==> src/core/ebswc_pkg.sv <==
/*
  Shared constants and types for the external bus strobe and wait
  control block. Assumes a single 200 MHz system clock.
*/
package ebswc_pkg;

  // Shape of the port.
  localparam int ATTR_N = 4;
  localparam int WAIT_W = 5;

  // Clock rate and the rate limits that apply to it.
  localparam int CLK_FREQ_MHZ = 200;
  localparam int ACK_DIRECT_MAX_MHZ = 100;
  localparam int ROW_STROBE_MAX_MHZ = 100;

  typedef enum logic [1:0] {
    ST_IDLE,
    ST_ACCESS
  } ebswc_state_t;

  // One external access as the core asks for it.
  typedef struct packed {
    logic write;
    logic [ATTR_N-1:0] attr;
    logic [WAIT_W-1:0] waits;
  } ebswc_req_t;

  // Operating mode bits that steer the port.
  typedef struct packed {
    logic prio_off;
    logic ack_sync;
    logic [ATTR_N-1:0] ras_mode;
    logic [ATTR_N-1:0] ras_pol;
  } ebswc_cfg_t;

  // Complete state of the controller.
  typedef struct packed {
    ebswc_state_t state;
    logic [WAIT_W-1:0] cnt;
    logic [WAIT_W-1:0] waits;
    logic write;
    logic prio_off;
    logic [ATTR_N-1:0] attr_act;
    logic ack_meta;
    logic ack_sync;
    logic rd_n;
    logic wr_n;
    logic ctl_oe;
    logic [ATTR_N-1:0] line;
    logic [ATTR_N-1:0] line_oe;
    logic done;
    logic busy;
  } ebswc_regs_t;

  localparam ebswc_regs_t REGS_RST = '{
    state: ST_IDLE,
    cnt: '0,
    waits: '0,
    write: 1'b0,
    prio_off: 1'b0,
    attr_act: '0,
    ack_meta: 1'b1,
    ack_sync: 1'b1,
    rd_n: 1'b1,
    wr_n: 1'b1,
    ctl_oe: 1'b0,
    line: '0,
    line_oe: '0,
    done: 1'b0,
    busy: 1'b0
  };

endpackage

==> src/core/ebswc_core.sv <==
/*
  External bus strobe and wait control: attribute / row strobe lines,
  active-low read and write strobes and transfer-acknowledge stretching.
  Assumes bus ownership and standby come from arbitration and power logic
  elsewhere, and that all inputs are synchronous to clk_sys_i.
*/
`timescale 1ns/1ps
// Overview of operation
// - Default: attribute lines prioritised, at most one active.
// - Priority-off bit drives all four lines independently.
// - Attribute line works as select or address.
// - Row strobe pins idle inactive, polarity chosen by configuration.
// - Owner drives read strobe low; else floats.
// - Owner drives write strobe low; else floats.
// - Acknowledge ignored unless owner with access running.
// - Inactive acknowledge adds wait states without limit.
// - Cycle ends one clock after acknowledge seen.
// - Cycle lasts longer of programmed or acknowledged waits.
// - Acknowledge stretching needs one or more programmed waits.
// - Zero-wait access completes ignoring acknowledge.
// - Mode bit picks direct or synchronised acknowledge sampling.
// - Above 100 MHz acknowledge is always synchronised.
// - Row strobe mode unavailable above 100 MHz.
// - Standby releases bus and floats all port outputs.
module ebswc_core #(
  parameter int CLK_MHZ = ebswc_pkg::CLK_FREQ_MHZ
) (
  // Clock and reset
  input wire logic clk_sys_i,
  input wire logic rst_i,
  // Ownership and power state
  input wire logic bus_owner_i,
  input wire logic standby_i,
  // Configuration
  input wire ebswc_pkg::ebswc_cfg_t cfg_i,
  // Access request
  input wire logic req_valid_i,
  input wire ebswc_pkg::ebswc_req_t req_i,
  output logic access_busy_o,
  output logic cycle_done_ack_o,
  // Acknowledge from the partner
  input wire logic transfer_ack_n_i,
  // Attribute or row strobe pins
  output logic [ebswc_pkg::ATTR_N-1:0] attr_select_line_o,
  output logic [ebswc_pkg::ATTR_N-1:0] attr_select_line_oe_o,
  // Read and write strobes
  output logic read_strobe_n_o,
  output logic read_strobe_oe_o,
  output logic write_strobe_n_o,
  output logic write_strobe_oe_o
);

  // Keeps only the lowest set bit, so bit 0 has the highest priority.
  function automatic logic [ebswc_pkg::ATTR_N-1:0] prio_pick(
    input logic [ebswc_pkg::ATTR_N-1:0] v
  );
    logic [ebswc_pkg::ATTR_N-1:0] o;
    o = v & (~v + 1'b1);
    return o;
  endfunction

  // Direct sampling and row strobes both fail timing above the limit.
  localparam logic FAST_ACK = (CLK_MHZ > ebswc_pkg::ACK_DIRECT_MAX_MHZ);
  localparam logic FAST_ROW = (CLK_MHZ > ebswc_pkg::ROW_STROBE_MAX_MHZ);

  ebswc_pkg::ebswc_regs_t r;
  ebswc_pkg::ebswc_regs_t next_r;

  logic link_ok;
  logic eff_sync;
  logic ack_on;
  logic take;
  logic [ebswc_pkg::ATTR_N-1:0] eff_ras;

  assign link_ok = bus_owner_i && !standby_i;
  assign eff_sync = cfg_i.ack_sync || FAST_ACK;
  // Direct mode reads the pin as is; the partner keeps it in step.
  assign ack_on = eff_sync ? !r.ack_sync : !transfer_ack_n_i;
  assign take = req_valid_i && link_ok && (r.state == ebswc_pkg::ST_IDLE);
  assign eff_ras = cfg_i.ras_mode & {ebswc_pkg::ATTR_N{!FAST_ROW}};

  always_comb
  begin
    logic active;
    logic sel;
    active = 1'b0;
    sel = 1'b0;
    next_r = r;
    next_r.ack_meta = transfer_ack_n_i;
    next_r.ack_sync = r.ack_meta;
    next_r.done = 1'b0;
    case (r.state)
      ebswc_pkg::ST_IDLE:
      begin
        if (take)
        begin
          next_r.state = ebswc_pkg::ST_ACCESS;
          next_r.cnt = req_i.waits;
          next_r.waits = req_i.waits;
          next_r.write = req_i.write;
          next_r.prio_off = cfg_i.prio_off;
          if (cfg_i.prio_off)
          begin
            next_r.attr_act = req_i.attr;
          end
          else
          begin
            next_r.attr_act = prio_pick(req_i.attr);
          end
        end
      end
      ebswc_pkg::ST_ACCESS:
      begin
        // Losing the bus mid-cycle abandons the access without a done.
        if (!link_ok)
        begin
          next_r.state = ebswc_pkg::ST_IDLE;
        end
        else if (r.cnt != '0)
        begin
          next_r.cnt = r.cnt - 1'b1;
        end
        else if (r.waits == '0)
        begin
          next_r.state = ebswc_pkg::ST_IDLE;
          next_r.done = 1'b1;
        end
        else if (ack_on)
        begin
          next_r.state = ebswc_pkg::ST_IDLE;
          next_r.done = 1'b1;
        end
        // Otherwise the cycle is held for another wait state.
      end
      default:
      begin
        next_r.state = ebswc_pkg::ST_IDLE;
      end
    endcase
    active = (next_r.state == ebswc_pkg::ST_ACCESS);
    next_r.busy = active;
    next_r.rd_n = !(active && !next_r.write);
    next_r.wr_n = !(active && next_r.write);
    next_r.ctl_oe = link_ok;
    for (int i = 0; i < ebswc_pkg::ATTR_N; i++)
    begin
      sel = active && next_r.attr_act[i];
      // A low-active row strobe idles high; everything else idles low.
      if (eff_ras[i] && !cfg_i.ras_pol[i])
      begin
        next_r.line[i] = !sel;
      end
      else
      begin
        next_r.line[i] = sel;
      end
      next_r.line_oe[i] = link_ok;
    end
  end

  always_ff @(posedge clk_sys_i or posedge rst_i)
  begin
    if (rst_i)
    begin
      r <= ebswc_pkg::REGS_RST;
    end
    else
    begin
      r <= next_r;
    end
  end

  assign access_busy_o = r.busy;
  assign cycle_done_ack_o = r.done;
  assign attr_select_line_o = r.line;
  assign attr_select_line_oe_o = r.line_oe;
  assign read_strobe_n_o = r.rd_n;
  assign read_strobe_oe_o = r.ctl_oe;
  assign write_strobe_n_o = r.wr_n;
  assign write_strobe_oe_o = r.ctl_oe;

  logic in_acc;
  logic at_end;
  assign in_acc = (r.state == ebswc_pkg::ST_ACCESS);
  assign at_end = in_acc && link_ok && (r.cnt == '0) && (r.waits != '0);

  // Idle level of each pin: row strobes rest at their inactive level.
  logic [ebswc_pkg::ATTR_N-1:0] idle_lvl;
  assign idle_lvl = eff_ras & ~cfg_i.ras_pol;
endmodule

==> config.mk <==
export PLATFORM = sky130hd
export DESIGN_NAME = ebswc_core
export DESIGN_NICKNAME = d
export VERILOG_FILES = /design/src/core/ebswc_pkg.sv /design/src/core/ebswc_core.sv
export SDC_FILE = /design/constraint.sdc
export NUM_CORES = 1
export LEC_CHECK = 0
export BUFFER_PORTS_ARGS = -buffer_cell sky130_fd_sc_hd__buf_2
export CAP_MARGIN = 20
export CORE_UTILIZATION = 53
export CTS_CLUSTER_DIAMETER = 50
export CTS_CLUSTER_SIZE = 14
export DETAILED_ROUTE_END_ITERATION = 16
export PLACE_DENSITY_LB_ADDON = 0.1
export SYNTH_ARGS = -nofsm -noshare
export SYNTH_HDL_FRONTEND = slang
export SYNTH_SLANG_ARGS = --single-unit
==> constraint.sdc <==
create_clock -name clk_sys_i -period 3.2 [get_ports clk_sys_i]
set_input_delay 0.48 -clock clk_sys_i [delete_from_list [all_inputs] [get_ports clk_sys_i]]
set_output_delay 0.48 -clock clk_sys_i [all_outputs]
set_load 0.05 [all_outputs]
## Yosys cells after proc, flatten, opt, wreduce, memory -nomap -nowiden

Index checks and enable logic that the tools add are counted.

- Register bits after elaboration: 30
- Logic and storage cells: 59
- Bits of input ports: 26

- Equal/unequal tests: 5
- Muxes and demuxes: 16
- Bitwise operators: 2
- Add/sub/neg operators: 2
- Reductions and logical operators: 19

Operators by type and width:

| cell | number |
|---|---|
| $mux W18 | 1 |
| $mux W5 | 2 |
| $pmux W5 S2 | 1 |
| $logic_and A1 B1 Y1 | 9 |
| $mux W2 | 4 |
| $mux W6 | 1 |
| $logic_not A5 Y1 | 1 |
| $mux W1 | 5 |
| $reduce_bool A5 Y1 | 1 |
| $sub A5 B1 Y5 const B | 1 |
| $add A4 B1 Y4 const B | 1 |
| $and A4 B4 Y4 | 1 |
| $eq A2 B1 Y1 const B | 2 |
| $logic_not A1 Y1 | 4 |
| $mux W4 | 1 |
| $ne A2 B2 Y1 const B | 2 |
| $not A4 Y4 | 1 |
| $pmux W2 S2 | 1 |
| $reduce_and A4 Y1 | 1 |
| $logic_not A2 Y1 | 1 |
| $ne A2 B1 Y1 const B | 1 |
| $reduce_and A2 Y1 | 1 |
| $reduce_bool A2 Y1 | 1 |

## Logic depth before layout (Yosys ltp)

Gate-level depths: netlist of run 1.

- Depth after elaboration: 9
- Gate-level depth with buffers: 7

## Worst setup path after synthesis of run 1

OpenSTA, ideal clock, no wires.

- Kind: reg2reg
- From: register r[26] in the netlist's numbering
- To: register r[28] in the netlist's numbering
- Cell stages (with the launch flop): 7
- Arrival: 1561 ps
- Library setup time: 122 ps
- Slack: 1518 ps
- Path buffers: 0
- Cell sequence: dfrtp_1 > inv_1 > ha_1 > nor4b_2 > a2111oi_4 > o21ai_1 > o2bb2ai_1

- Longest elaborated chain between the ends: 4
- Elaborated cells on any way between the ends: 7
- Classes of those cells: add/sub: 1; eq/ne: 1; mux: 3; reduce/logical: 2

Ends and longest elaborated chain:

| element | RTL line | text |
|---|---|---|
| start: declaration | ebswc_core.sv:66 | `ebswc_pkg::ebswc_regs_t r;` |
| start signal: assignment | ebswc_core.sv:165 | `r <= ebswc_pkg::REGS_RST;` |
| start signal: assignment | ebswc_core.sv:169 | `r <= next_r;` |
| $sub A5 B1 Y5 | ebswc_core.sv:121 | `next_r.cnt = r.cnt - 1'b1;` |
| $mux W5 | ebswc_core.sv:119 | `else if (r.cnt != '0)` |
| $mux W5 | ebswc_core.sv:115 | `if (!link_ok)` |
| $pmux W5 S2 | ebswc_core.sv:92 | `case (r.state)` |

Parallel ways exist; a longest one is shown, timed or not. The select of a mux whose other input is x is not followed.
A chain may end at the register's enable or synchronous reset.

## Worst setup path after layout of run 1

Ends and elaborated chain as after synthesis.

==> impl_results.md, run 1 <==
* Final setup viols at 0
* NetSw at 204 uW
* Net count of the mapped netlist at ~150
* Most common cell after layout, fill and taps aside: buf_2
* RSZ-0062 raised after global routing: no
* Routed WL per cell at about 12 um
* Internal power at 572 uW
* Rows at 17
* Fin nets at 177
* Sequential share of the synthesized area at 54.7%
* Slew @ Worst Pin at 0.582 ns
* Net Sw Frac at between 20% and 30%
* Final setup TNS at 0 ns
* Synth Area in Adders at 1.94%
* Ys flop type: dfrtp_1
* Post-synth ARST share at 100%
* CP Launch Type: flop
* H-tree depth at 1
* Min Tclk post-route at 1.90 ns
* Area of the die at between 2000 and 3000 um2
* Worst EP arrival at approximately 2.1 ns
* Post-synth EDFFs at 0
* Via density at ~5.2
* Setup Skew at 0.00574 ns
* N_diodes at 0
* Number of global-route vias before repair at approximately 880
* Clk pin slew, worst setup/hold paths at 0.14 ns
* Max Root-Sink Buffers at 2
* Post-Synth Simple-Gate Area at 18.2%
* Post-Route WL at 2.17 mm
* Antenna violations before repair at 0
* DP Area at 1390 um2
* Slew Viols, Final at 0
* Core area at 2250 um2
* Maxcap violations at 0
* Die Width at a little over 50 um
* DRC at 0
* All-layer global routing usage at 19.7%
* Crit. End Element: flop
* Layout cells sized above 1 at 30.4%
* CTS buffer count at 3
* Count of cell types in the netlist at 36
* Crit share post-route at 59.5%
* Synth Instances at about 130
* Power per cell area at 527 nW/um2
* Number of synthesized register bits at 28
* Peak VDD IR at 0.326 mV
* Critical Path RT at roughly 3.4 ns
* CTS Hold Bufs at 0
* Most frequent cells in the layout: buf_2, nand2_1, dfrtp_1
* Ys Warns at 0
* Clock share of power at 28.5%
* Synthesized cell area at 1290 um2
* First-pass GRT wire length at 3.77 mm
* GPL Wtd Cong at between 0.7 and 0.8
* Leak Pwr at 0.758 nW
* IO buf count at 30
* Total setup buffers inserted after CTS at 0
* Post-CTS Resized at 0
* Initial Util at 57.2%
* Syn_area_per_cell at slightly above 10 um2
* Slew HR at 61.2%
* Cell area after layout at 1470 um2
* Hpwl dp at around 1.6 mm
* Flop pwr share at approximately 54%
* Die height at 51.3 um
* Comb power frac at 17.4%
* Clock latency at the later pin of the worst-skew pair at ~0.31 ns
* Pin count of the biggest net entering global routing at 29
* Critical path peak fanout at 9
* Top-Level Pins at 40
* Layout area overhead at 14.3%
* First-pass iteration count of the detailed router at 4
* TritonCTS clock tree: built
* Vias at a little over 900
* Xor/xnor share of the synthesized area at less than 1%
* Routed Antenna Nets at 0
* Final Hold Fails at 0
* DR iter-0 viols at 19
* Worst hold slack at 0.0835 ns
* Hold Crit Class: primary input to async pin
* Critical path class: flop to flop
* Highest Clock Rate at 0.525 GHz
* Mux contribution to synthesized area at 0%
* Root buffer cell: clkbuf_4
* CTS Sinks at 28
* Overflow after GRT at 0
* Compound-Gate Fraction of Synth Area at 15.8%
* Largest family of logic cells by synthesized area: simple AND/OR/NAND/NOR gates
* Status: complete, no violations
## final timing paths
kind / start / endpoint / slack (ns) / depth (start not counted)
min in group clk_sys_i: transfer_ack_n_i / next_r[13] / 0.25 / 1
max reg2reg: r[26] / r[28] / 1.30 / 6
max in group asynchronous: rst_i / r[13] / 2.63 / 3
min: rst_i / cycle_done_ack_o / 0.08 / 2
max: r[26] / r[28] / 1.30 / 6
min reg2reg: next_r[13] / r[13] / 0.37 / 0
## critical path, cell delays in order (launching register included)
cell	delay (ns)
dfrtp_1	0.41
inv_1	0.09
ha_1	0.21
nor4b_2	0.19
a2111oi_4	0.62
o21ai_1	0.14
o2bb2ai_1	0.15
## layout make-up
type                       instances  area, um2
inverter                           7       26.3
timing repair buffer              31        178
sequential                        28        706
tap                               28       35.0
multi-input combinational         78        477
fill                             187        781
clock buffer                       3       22.5
clock inverter                     1       30.0
## sequential cells by signal, indices dropped and copies added, names as in the netlist
signal and count:
read_strobe_oe_o 1, read_strobe_n_o 1, write_strobe_n_o 1, next_r 1, cycle_done_ack_o 1, attr_select_line_o 4
access_busy_o 1, r 18
## cell usage after synthesis (2+ instances only)
| master | n | area, um2 |
|---|---|---|
| buf_2 | 2 | 10.0 |
| o21ai_0 | 3 | 15.0 |
| a21bo_1 | 2 | 20.0 |
| nor3_1 | 2 | 10.0 |
| o2bb2ai_1 | 2 | 17.5 |
| a21oi_1 | 3 | 15.0 |
| nand3_1 | 2 | 10.0 |
| ha_1 | 2 | 25.0 |
| or2_1 | 2 | 12.5 |
| inv_1 | 6 | 22.5 |
| dfrtp_1 | 24 | 601 |
| buf_4 | 9 | 67.6 |
| nand2_1 | 26 | 97.6 |
| nand2b_1 | 4 | 25.0 |
| nor2_1 | 8 | 30.0 |
| a22oi_1 | 4 | 30.0 |
| o21ai_1 | 2 | 10.0 |
| dfstp_2 | 4 | 105 |
## power by group through the flow
stage	Combinational (mW)	Clock, mW	Sequential (mW)
2_1_floorplan	0.0979	0	0.426
3_3_place_gp	0.127	0	0.425
3_5_place_dp	0.129	0	0.427
4_1_cts	0.132	0.230	0.420
5_1_grt	0.155	0.241	0.427
6_report	0.135	0.221	0.420
## per-layer routing
layer	share of wire, %	track usage (%)
met3	3.7	3.57
met4	0.78	6.76
met1	46	23.8
met5	0	0
met2	50	35.1
## per-stage QoR
step | setup slack [ns] | utilization (%) | total power [mW] | cells
2_1_floorplan | 1.52 | - | 0.524 | 125
3_3_place_gp | 1.27 | 61.8 | 0.551 | 171
3_5_place_dp | 1.25 | 61.8 | 0.556 | 171
4_1_cts | 1.29 | 64.2 | 0.782 | 175
5_1_grt | 1.17 | 65.4 | 0.822 | 176
6_report | 1.30 | 65.4 | 0.777 | 176
## cells by family after synthesis
family                   count (synthesis)
AND/OR/NAND/NOR                         50
flip-flops                              28
AO/OA/AOI/OAI                           24
buffers and inverters                   19
adder cells (fa/ha/maj)                  2
XOR/XNOR                                 1
other                                    1
No activity file was read; power rests on OpenSTA's default activity.
==> run 2, diff against run 1 <==
--- a/config.mk
+++ b/config.mk
@@ -7,7 +7,7 @@
 export LEC_CHECK = 0
 export BUFFER_PORTS_ARGS = -buffer_cell sky130_fd_sc_hd__buf_2
 export CAP_MARGIN = 20
-export CORE_UTILIZATION = 53
+export CORE_UTILIZATION = 45
 export CTS_CLUSTER_DIAMETER = 50
 export CTS_CLUSTER_SIZE = 14
 export DETAILED_ROUTE_END_ITERATION = 16
==> constraint.sdc (replaced) <==
create_clock -name clk_sys_i -period 1.6 [get_ports clk_sys_i]
set_input_delay 0.24 -clock clk_sys_i [delete_from_list [all_inputs] [get_ports clk_sys_i]]
set_output_delay 0.24 -clock clk_sys_i [all_outputs]
set_load 0.05 [all_outputs]
==> impl_results.md, run 2 (synthesis gave the netlist of run 1 again) <==
* Status: complete, no violations
* Maxcap violations at 0 (unchanged)
* Critical Path RT at 1.87 ns (-1.55 ns)
* Tot Pwr at 1.68 mW (+120%)
* Post-route non-filler standard cell count at 194 (+10%)
* Most common cell after layout, fill and taps aside: buf_2
* Crit path max-delay family: compound AO/OA/AOI/OAI gates
* Post-Route WL at 2.49 mm (+15%)
* Peak VDD IR at 0.637 mV (+96%)
* Hold Crit Class: primary input to flop
* Uppermost layer routed: met4
* Metal2 WL at 1.33 mm (+23%)
* Register area at 706 um2 (unchanged)
* IO buf count at 30 (unchanged)
* Initial Util at 47.2% (-10 points)
* Setup Skew at 0.0132 ns (+0.00747 ns)
* Slew Viols, Final at 0 (unchanged)
* First-pass GRT wire length at 4.31 mm (+14%)
* Crit. End Element: flop
* Most common cell on crit path: buf_6
* Min Tclk post-route at 1.59 ns (-0.311 ns)
* Rows at 19 (+2)
* Pin count of the biggest net entering global routing at 29 (unchanged)
* Met3 WL at 87 um (+8.8%)
* Multi-input gate area at 536 um2 (+12%)
* Via density at 5.12 (-1.5%)
* Top-Level Pins at 40 (unchanged)
* DR iter-0 viols at 20 (+1)
* Routed Antenna Nets at 0 (unchanged)
* Final Hold Fails at 0 (unchanged)
* Worst EP arrival at 1.87 ns (-0.26 ns)
* All-layer global routing usage at 17.9% (-1.8 points)
* Area of the die at 3080 um2 (+17%)
* Worst Hold Path Cells at 2
* Reg with most FFs: r
* Core area at 2730 um2 (+21%)
* Largest register FFs at 18 (unchanged)
* Number of global-route vias before repair at 993 (+12%)
* WHS Endpoint: write_strobe_n_o
* GPL Wtd Cong at 0.810 (+12%)
* CP Launch Type: flop
* Hpwl dp at 1.68 mm (+6.0%)
* Most frequent cells in the layout: buf_2, nand2_1, dfrtp_1
* H-tree depth at 1 (unchanged)
* N_diodes at 0 (unchanged)
* WP buf/inv at 3 (+2)
* Overflow after GRT at 0 (unchanged)
* Clk pin slew, worst setup/hold paths at 0.16 ns (+0.02 ns)
* Fin nets at 192 (+8.5%)
* Layout area overhead at 29.0%
* Antenna violations before repair at 0 (unchanged)
* Critical path class: flop to flop
* Clock latency at the later pin of the worst-skew pair at 0.33 ns (+0.02 ns)
* Crit share post-route at 99.6% (+40 points)
* Highest Clock Rate at 0.627 GHz (+20%)
* Crit Reg-Reg Startpoint: r[27]
* Power per cell area at 1010 nW/um2 (+92%)
* Worst path max stage delay at 0.39 ns (-0.23 ns)
* Crit-path cells: inv_2 > ha_4 > nor4b_4 > a2111oi_4 > buf_6 > buf_6 > nor2_2 > a21oi_1
* Layout cells sized above 1 at 40.5% (+10 points)
* Slowest CP cell: dfrtp_1
* Critical path peak fanout at 6 (-3)
* Met1 wire length at 1.06 mm (+7.4%)
* Die Width at 55.5 um (+8.2%)
* Max Root-Sink Buffers at 2 (unchanged)
* Worst R2R Setup Slack at 0.006 ns (-1.29 ns)
* R2R cell count at 8 (+2)
* Hold path startpoint: req_i[9]
* DRC at 0 (unchanged)
* Leak Pwr at 0.838 nW (+11%)
* Vias at 993 (+8.5%)
* Fillers at 239 (+28%)
* CTS buffer count at 3 (unchanged)
* RSZ-0062 raised after global routing: yes
* Die height at 55.5 um (+8.2%)
* Final setup viols at 0 (unchanged)
* Cell count after placement at 184 (+7.6%)
* FF-to-FF End: r[26]
* CTS Sinks at 28 (unchanged)
* Final core utilization at 60.9% (-4.5 points)
* Routed WL per cell at 12.9 um (+4.3%)
* First-pass iteration count of the detailed router at 4 (unchanged)
* Root buffer cell: clkbuf_4
* TritonCTS clock tree: built
## run 2: changes by cell type in the layout (fill, tap and decap cells not counted), moves of 2 or more
| cell | previous run | this run |
|---|---|---|
| buf_6 | 0 | 4 |
| buf_4 | 0 | 9 |
| dlygate4sd3_1 | 0 | 2 |
| inv_1 | 6 | 4 |
| o2bb2ai_1 | 2 | 0 |
| o2bb2ai_2 | 0 | 2 |
## run 2: per-stage QoR
stage | setup TNS, ns | hold WS, ns | instance area [um2] | worst slack (ns)
after detailed placement | -0.238 | 0.319 | 1490 | -0.0649
after global routing | -0.270 | 0.0610 | 1660 | -0.0813
after global placement | -0.000547 | 0.316 | 1490 | -0.000547
final | 0 | 0.0797 | 1660 | 0.00622
after CTS | -0.00267 | 0.0554 | 1610 | -0.00267
after floorplan | 0 | 0.244 | 1300 | 0.0133
## run 2: worst max-delay path by stage
stage / start / endpoint / slack, ns / cells past startpoint
detailed placement: r[26] / r[28] / -0.06 / 7
finish: r[27] / r[26] / 0.006 / 8
global placement: r[26] / r[26] / -0.0005 / 7
global route: r[26] / r[30] / -0.08 / 7
CTS: r[26] / r[26] / -0.003 / 8
floorplan: r[26] / r[28] / 0.01 / 6
## run 2: what timing repair did
item,CTS,global route
endpoints found under the hold margin,25,0
endpoints found under the setup margin,6,11
hold buffers,2,0
resized for setup,5,10
setup buffers,2,2
pin swaps,3,4
## run 2: cell type report
class / count / share of cell area (%)
repair buffers: 46 / 18.2
clock inverters: 1 / 1.80
inverters: 7 / 1.73
well taps: 31 / 2.33
flip-flops and latches: 28 / 42.4
multi-input cells: 78 / 32.2
clock buffers: 3 / 1.35
## run 2: report_power, final
part	switching, mW	internal [mW]	total [mW]
clock	0.208	0.253	0.462
sequential	0.0570	0.786	0.843
combinational	0.199	0.180	0.379
## run 2: routing by layer
metal | vias to the layer above | global-route usage (%)
met1 | 484 | 23.1
met5 | - | 0
met3 | 2 | 2.34
met4 | 0 | 7.50
li1 | 483 | -
met2 | 24 | 30.5
==> run 3, diff against run 2 <==
--- a/config.mk
+++ b/config.mk
@@ -7,7 +7,9 @@
 export LEC_CHECK = 0
 export BUFFER_PORTS_ARGS = -buffer_cell sky130_fd_sc_hd__buf_2
 export CAP_MARGIN = 20
-export CORE_UTILIZATION = 45
+export CELL_PAD_IN_SITES_DETAIL_PLACEMENT = 2
+export CELL_PAD_IN_SITES_GLOBAL_PLACEMENT = 2
+export CORE_UTILIZATION = 27
 export CTS_CLUSTER_DIAMETER = 50
 export CTS_CLUSTER_SIZE = 14
 export DETAILED_ROUTE_END_ITERATION = 16
==> impl_results.md, run 3 (synthesis gave the netlist of run 1 again) <==
* IO buf count at 30 (unchanged)
* Fin nets at 189 (-1.6%)
* Post-route non-filler standard cell count at 212 (+9.3%)
* Overflow after GRT at 0 (unchanged)
* TritonCTS clock tree: built
* RSZ-0062 raised after global routing: yes
* Largest register FFs at 18 (unchanged)
* Status: complete, no violations
* Top-Level Pins at 40 (unchanged)
* Clk pin slew, worst setup/hold paths at 0.10 ns (-0.06 ns)
* Crit. End Element: flop
* Crit-path cells: inv_2 > ha_4 > nor4b_4 > a2111oi_4 > buf_4 > buf_6 > nor2_4 > a21oi_2
* Antenna violations before repair at 0 (unchanged)
* Setup Skew at 0.00554 ns (-0.00767 ns)
* CP startpoint: r[26]
* Critical Path RT at 1.82 ns (-0.05 ns)
* Clock latency at the later pin of the worst-skew pair at 0.28 ns (-0.05 ns)
* Initial Util at 28.8% (-18 points)
* Peak VDD IR at 0.378 mV (-41%)
* Comb power frac at 22.9% (+0.4 points)
* Clock share of power at 27.1% (-0.3 points)
* CP Launch Type: flop
* WP buf/inv at 3 (unchanged)
* Critical path peak fanout at 3 (-3)
* Crit Reg-Reg Startpoint: r[26]
* Critical path class: flop to flop
* Min Tclk post-route at 1.57 ns (-0.0244 ns)
* Slew Viols, Final at 0 (unchanged)
* Hold Crit Class: primary input to async pin
* DRC at 0 (unchanged)
* Most frequent cells in the layout: buf_2, nand2_1, dfrtp_1
* GPL Wtd Cong at 0.762 (-5.9%)
* Routed Antenna Nets at 0 (unchanged)
* First-pass iteration count of the detailed router at 6 (+2)
* Max Root-Sink Buffers at 2 (unchanged)
* N_diodes at 0 (unchanged)
* NetSw at 512 uW (+10%)
* Via density at 4.78 (-6.6%)
* Die height at 71.1 um (+28%)
* Pin count of the biggest net entering global routing at 29 (unchanged)
* Power per cell area at 1020 nW/um2 (+0.82%)
* CTS Sinks at 28 (unchanged)
* Cell count after placement at 204 (+11%)
* Leak Pwr at 0.828 nW (-1.2%)
* Final core utilization at 37.2% (-24 points)
* Rows at 24 (+5)
* Layout area overhead at 29.1% (about the same)
* DR iter-0 viols at 35 (+75%)
* H-tree depth at 1 (unchanged)
* Most common cell after layout, fill and taps aside: buf_2
* Final setup viols at 0 (unchanged)
* First-pass GRT wire length at 5.20 mm (+21%)
* Layout cells sized above 1 at 43.1% (+2.6 points)
* Worst hold slack at 0.00819 ns (-0.0715 ns)
* Flop pwr share at 50.0% (about the same)
* Worst EP arrival at 1.79 ns (-0.08 ns)
* Core area at 4470 um2 (+64%)
* All-layer global routing usage at 13.6% (-4.4 points)
* Crit path max-delay family: compound AO/OA/AOI/OAI gates
* Highest Clock Rate at 0.637 GHz (+1.6%)
* Reg with most FFs: r
* Internal power at 1.19 mW (-2.7%)
* Root buffer cell: clkbuf_8
* Hpwl dp at 2.32 mm (+38%)
* Crit share post-route at 98.1% (-1.5 points)
* CTS buffer count at 3 (unchanged)
* Slowest CP cell: dfrtp_1
* Net Sw Frac at 30.2% (+2.6 points)
* Number of global-route vias before repair at 1129 (+14%)
* Final Hold Fails at 0 (unchanged)
* Post-Route WL at 3.20 mm (+28%)
* Maxcap violations at 0 (unchanged)
* Worst path max stage delay at 0.39 ns (about the same)
* Routed WL per cell at 15.1 um (+17%)
* Vias at 1013 (+2.0%)
* Area of the die at 5060 um2 (+64%)
* Die Width at 71.1 um (+28%)
* Final setup TNS at 0 ns (unchanged)
[run 3: changes by cell type in the layout (fill, tap and decap cells not counted), moves of 2 or more]
cell	change
buf_4	+2
a21oi_1	-2
clkbuf_4	-3
a21oi_2	+2
o2bb2ai_1	+2
o2bb2ai_2	-2
buf_6	-3
nor2_1	-2
dlygate4sd3_1	-2
clkbuf_8	+4
[run 3: layer usage]
| layer | vias up | routed length [um] | global-route usage (%) |
|---|---|---|---|
| met4 | 0 | 49 | 4.67 |
| li1 | 475 | - | - |
| met2 | 24 | 1750 | 26.8 |
| met1 | 509 | 1290 | 14.3 |
| met3 | 5 | 111 | 2.42 |
| met5 | - | 0 | 0 |
[run 3: what timing repair did]
| action | 4_1_cts | 5_1_grt |
|---|---|---|
| resized for setup | 7 | 9 |
| buffers inserted | 2 | 2 |
| setup endpoints to repair | 10 | 11 |
| pin swaps | 4 | 4 |
| hold buffers | 0 | 0 |
[run 3: worst min-delay path, stage by stage]
cell	delay (ns)
buf_2	0.09
inv_1	0.04
buf_4	0.34
[run 3: power groups by stage]
stage	sequential, mW	clock (mW)	combinational (mW)
3_5_place_dp	0.857	0	0.322
5_1_grt	0.859	0.495	0.429
3_3_place_gp	0.849	0	0.307
2_1_floorplan	0.857	0	0.202
4_1_cts	0.847	0.476	0.355
6_report	0.849	0.460	0.390
[run 3: final cells by class]
type | instances | area [um2]
clock buffer | 4 | 55.1
fill | 489 | 2810
inverter | 7 | 26.3
multi-input combinational | 78 | 549
sequential | 28 | 706
tap | 52 | 65.1
timing repair buffer | 43 | 264
[run 3: per-stage QoR]
stage / power, mW / area (um2) / setup slack, ns
after floorplan: 1.06 / 1300 / 0.0133
after global placement: 1.16 / 1510 / -0.0115
after detailed placement: 1.18 / 1510 / -0.0364
after CTS: 1.68 / 1620 / -0.00357
after global routing: 1.78 / 1670 / -0.0436
final: 1.70 / 1670 / 0.0306
[run 3: worst paths after layout]
path                                          to  slack [ns]  cells past startpoint
worst max-delay path                       r[30]        0.03                      8
worst min-delay path            read_strobe_oe_o       0.008                      3
worst max register to register             r[30]        0.03                      8
worst min register to register             r[13]        0.36                      0
max in group asynchronous             next_r[13]        1.27                      3
min in group clk_sys_i                next_r[13]        0.05                      1
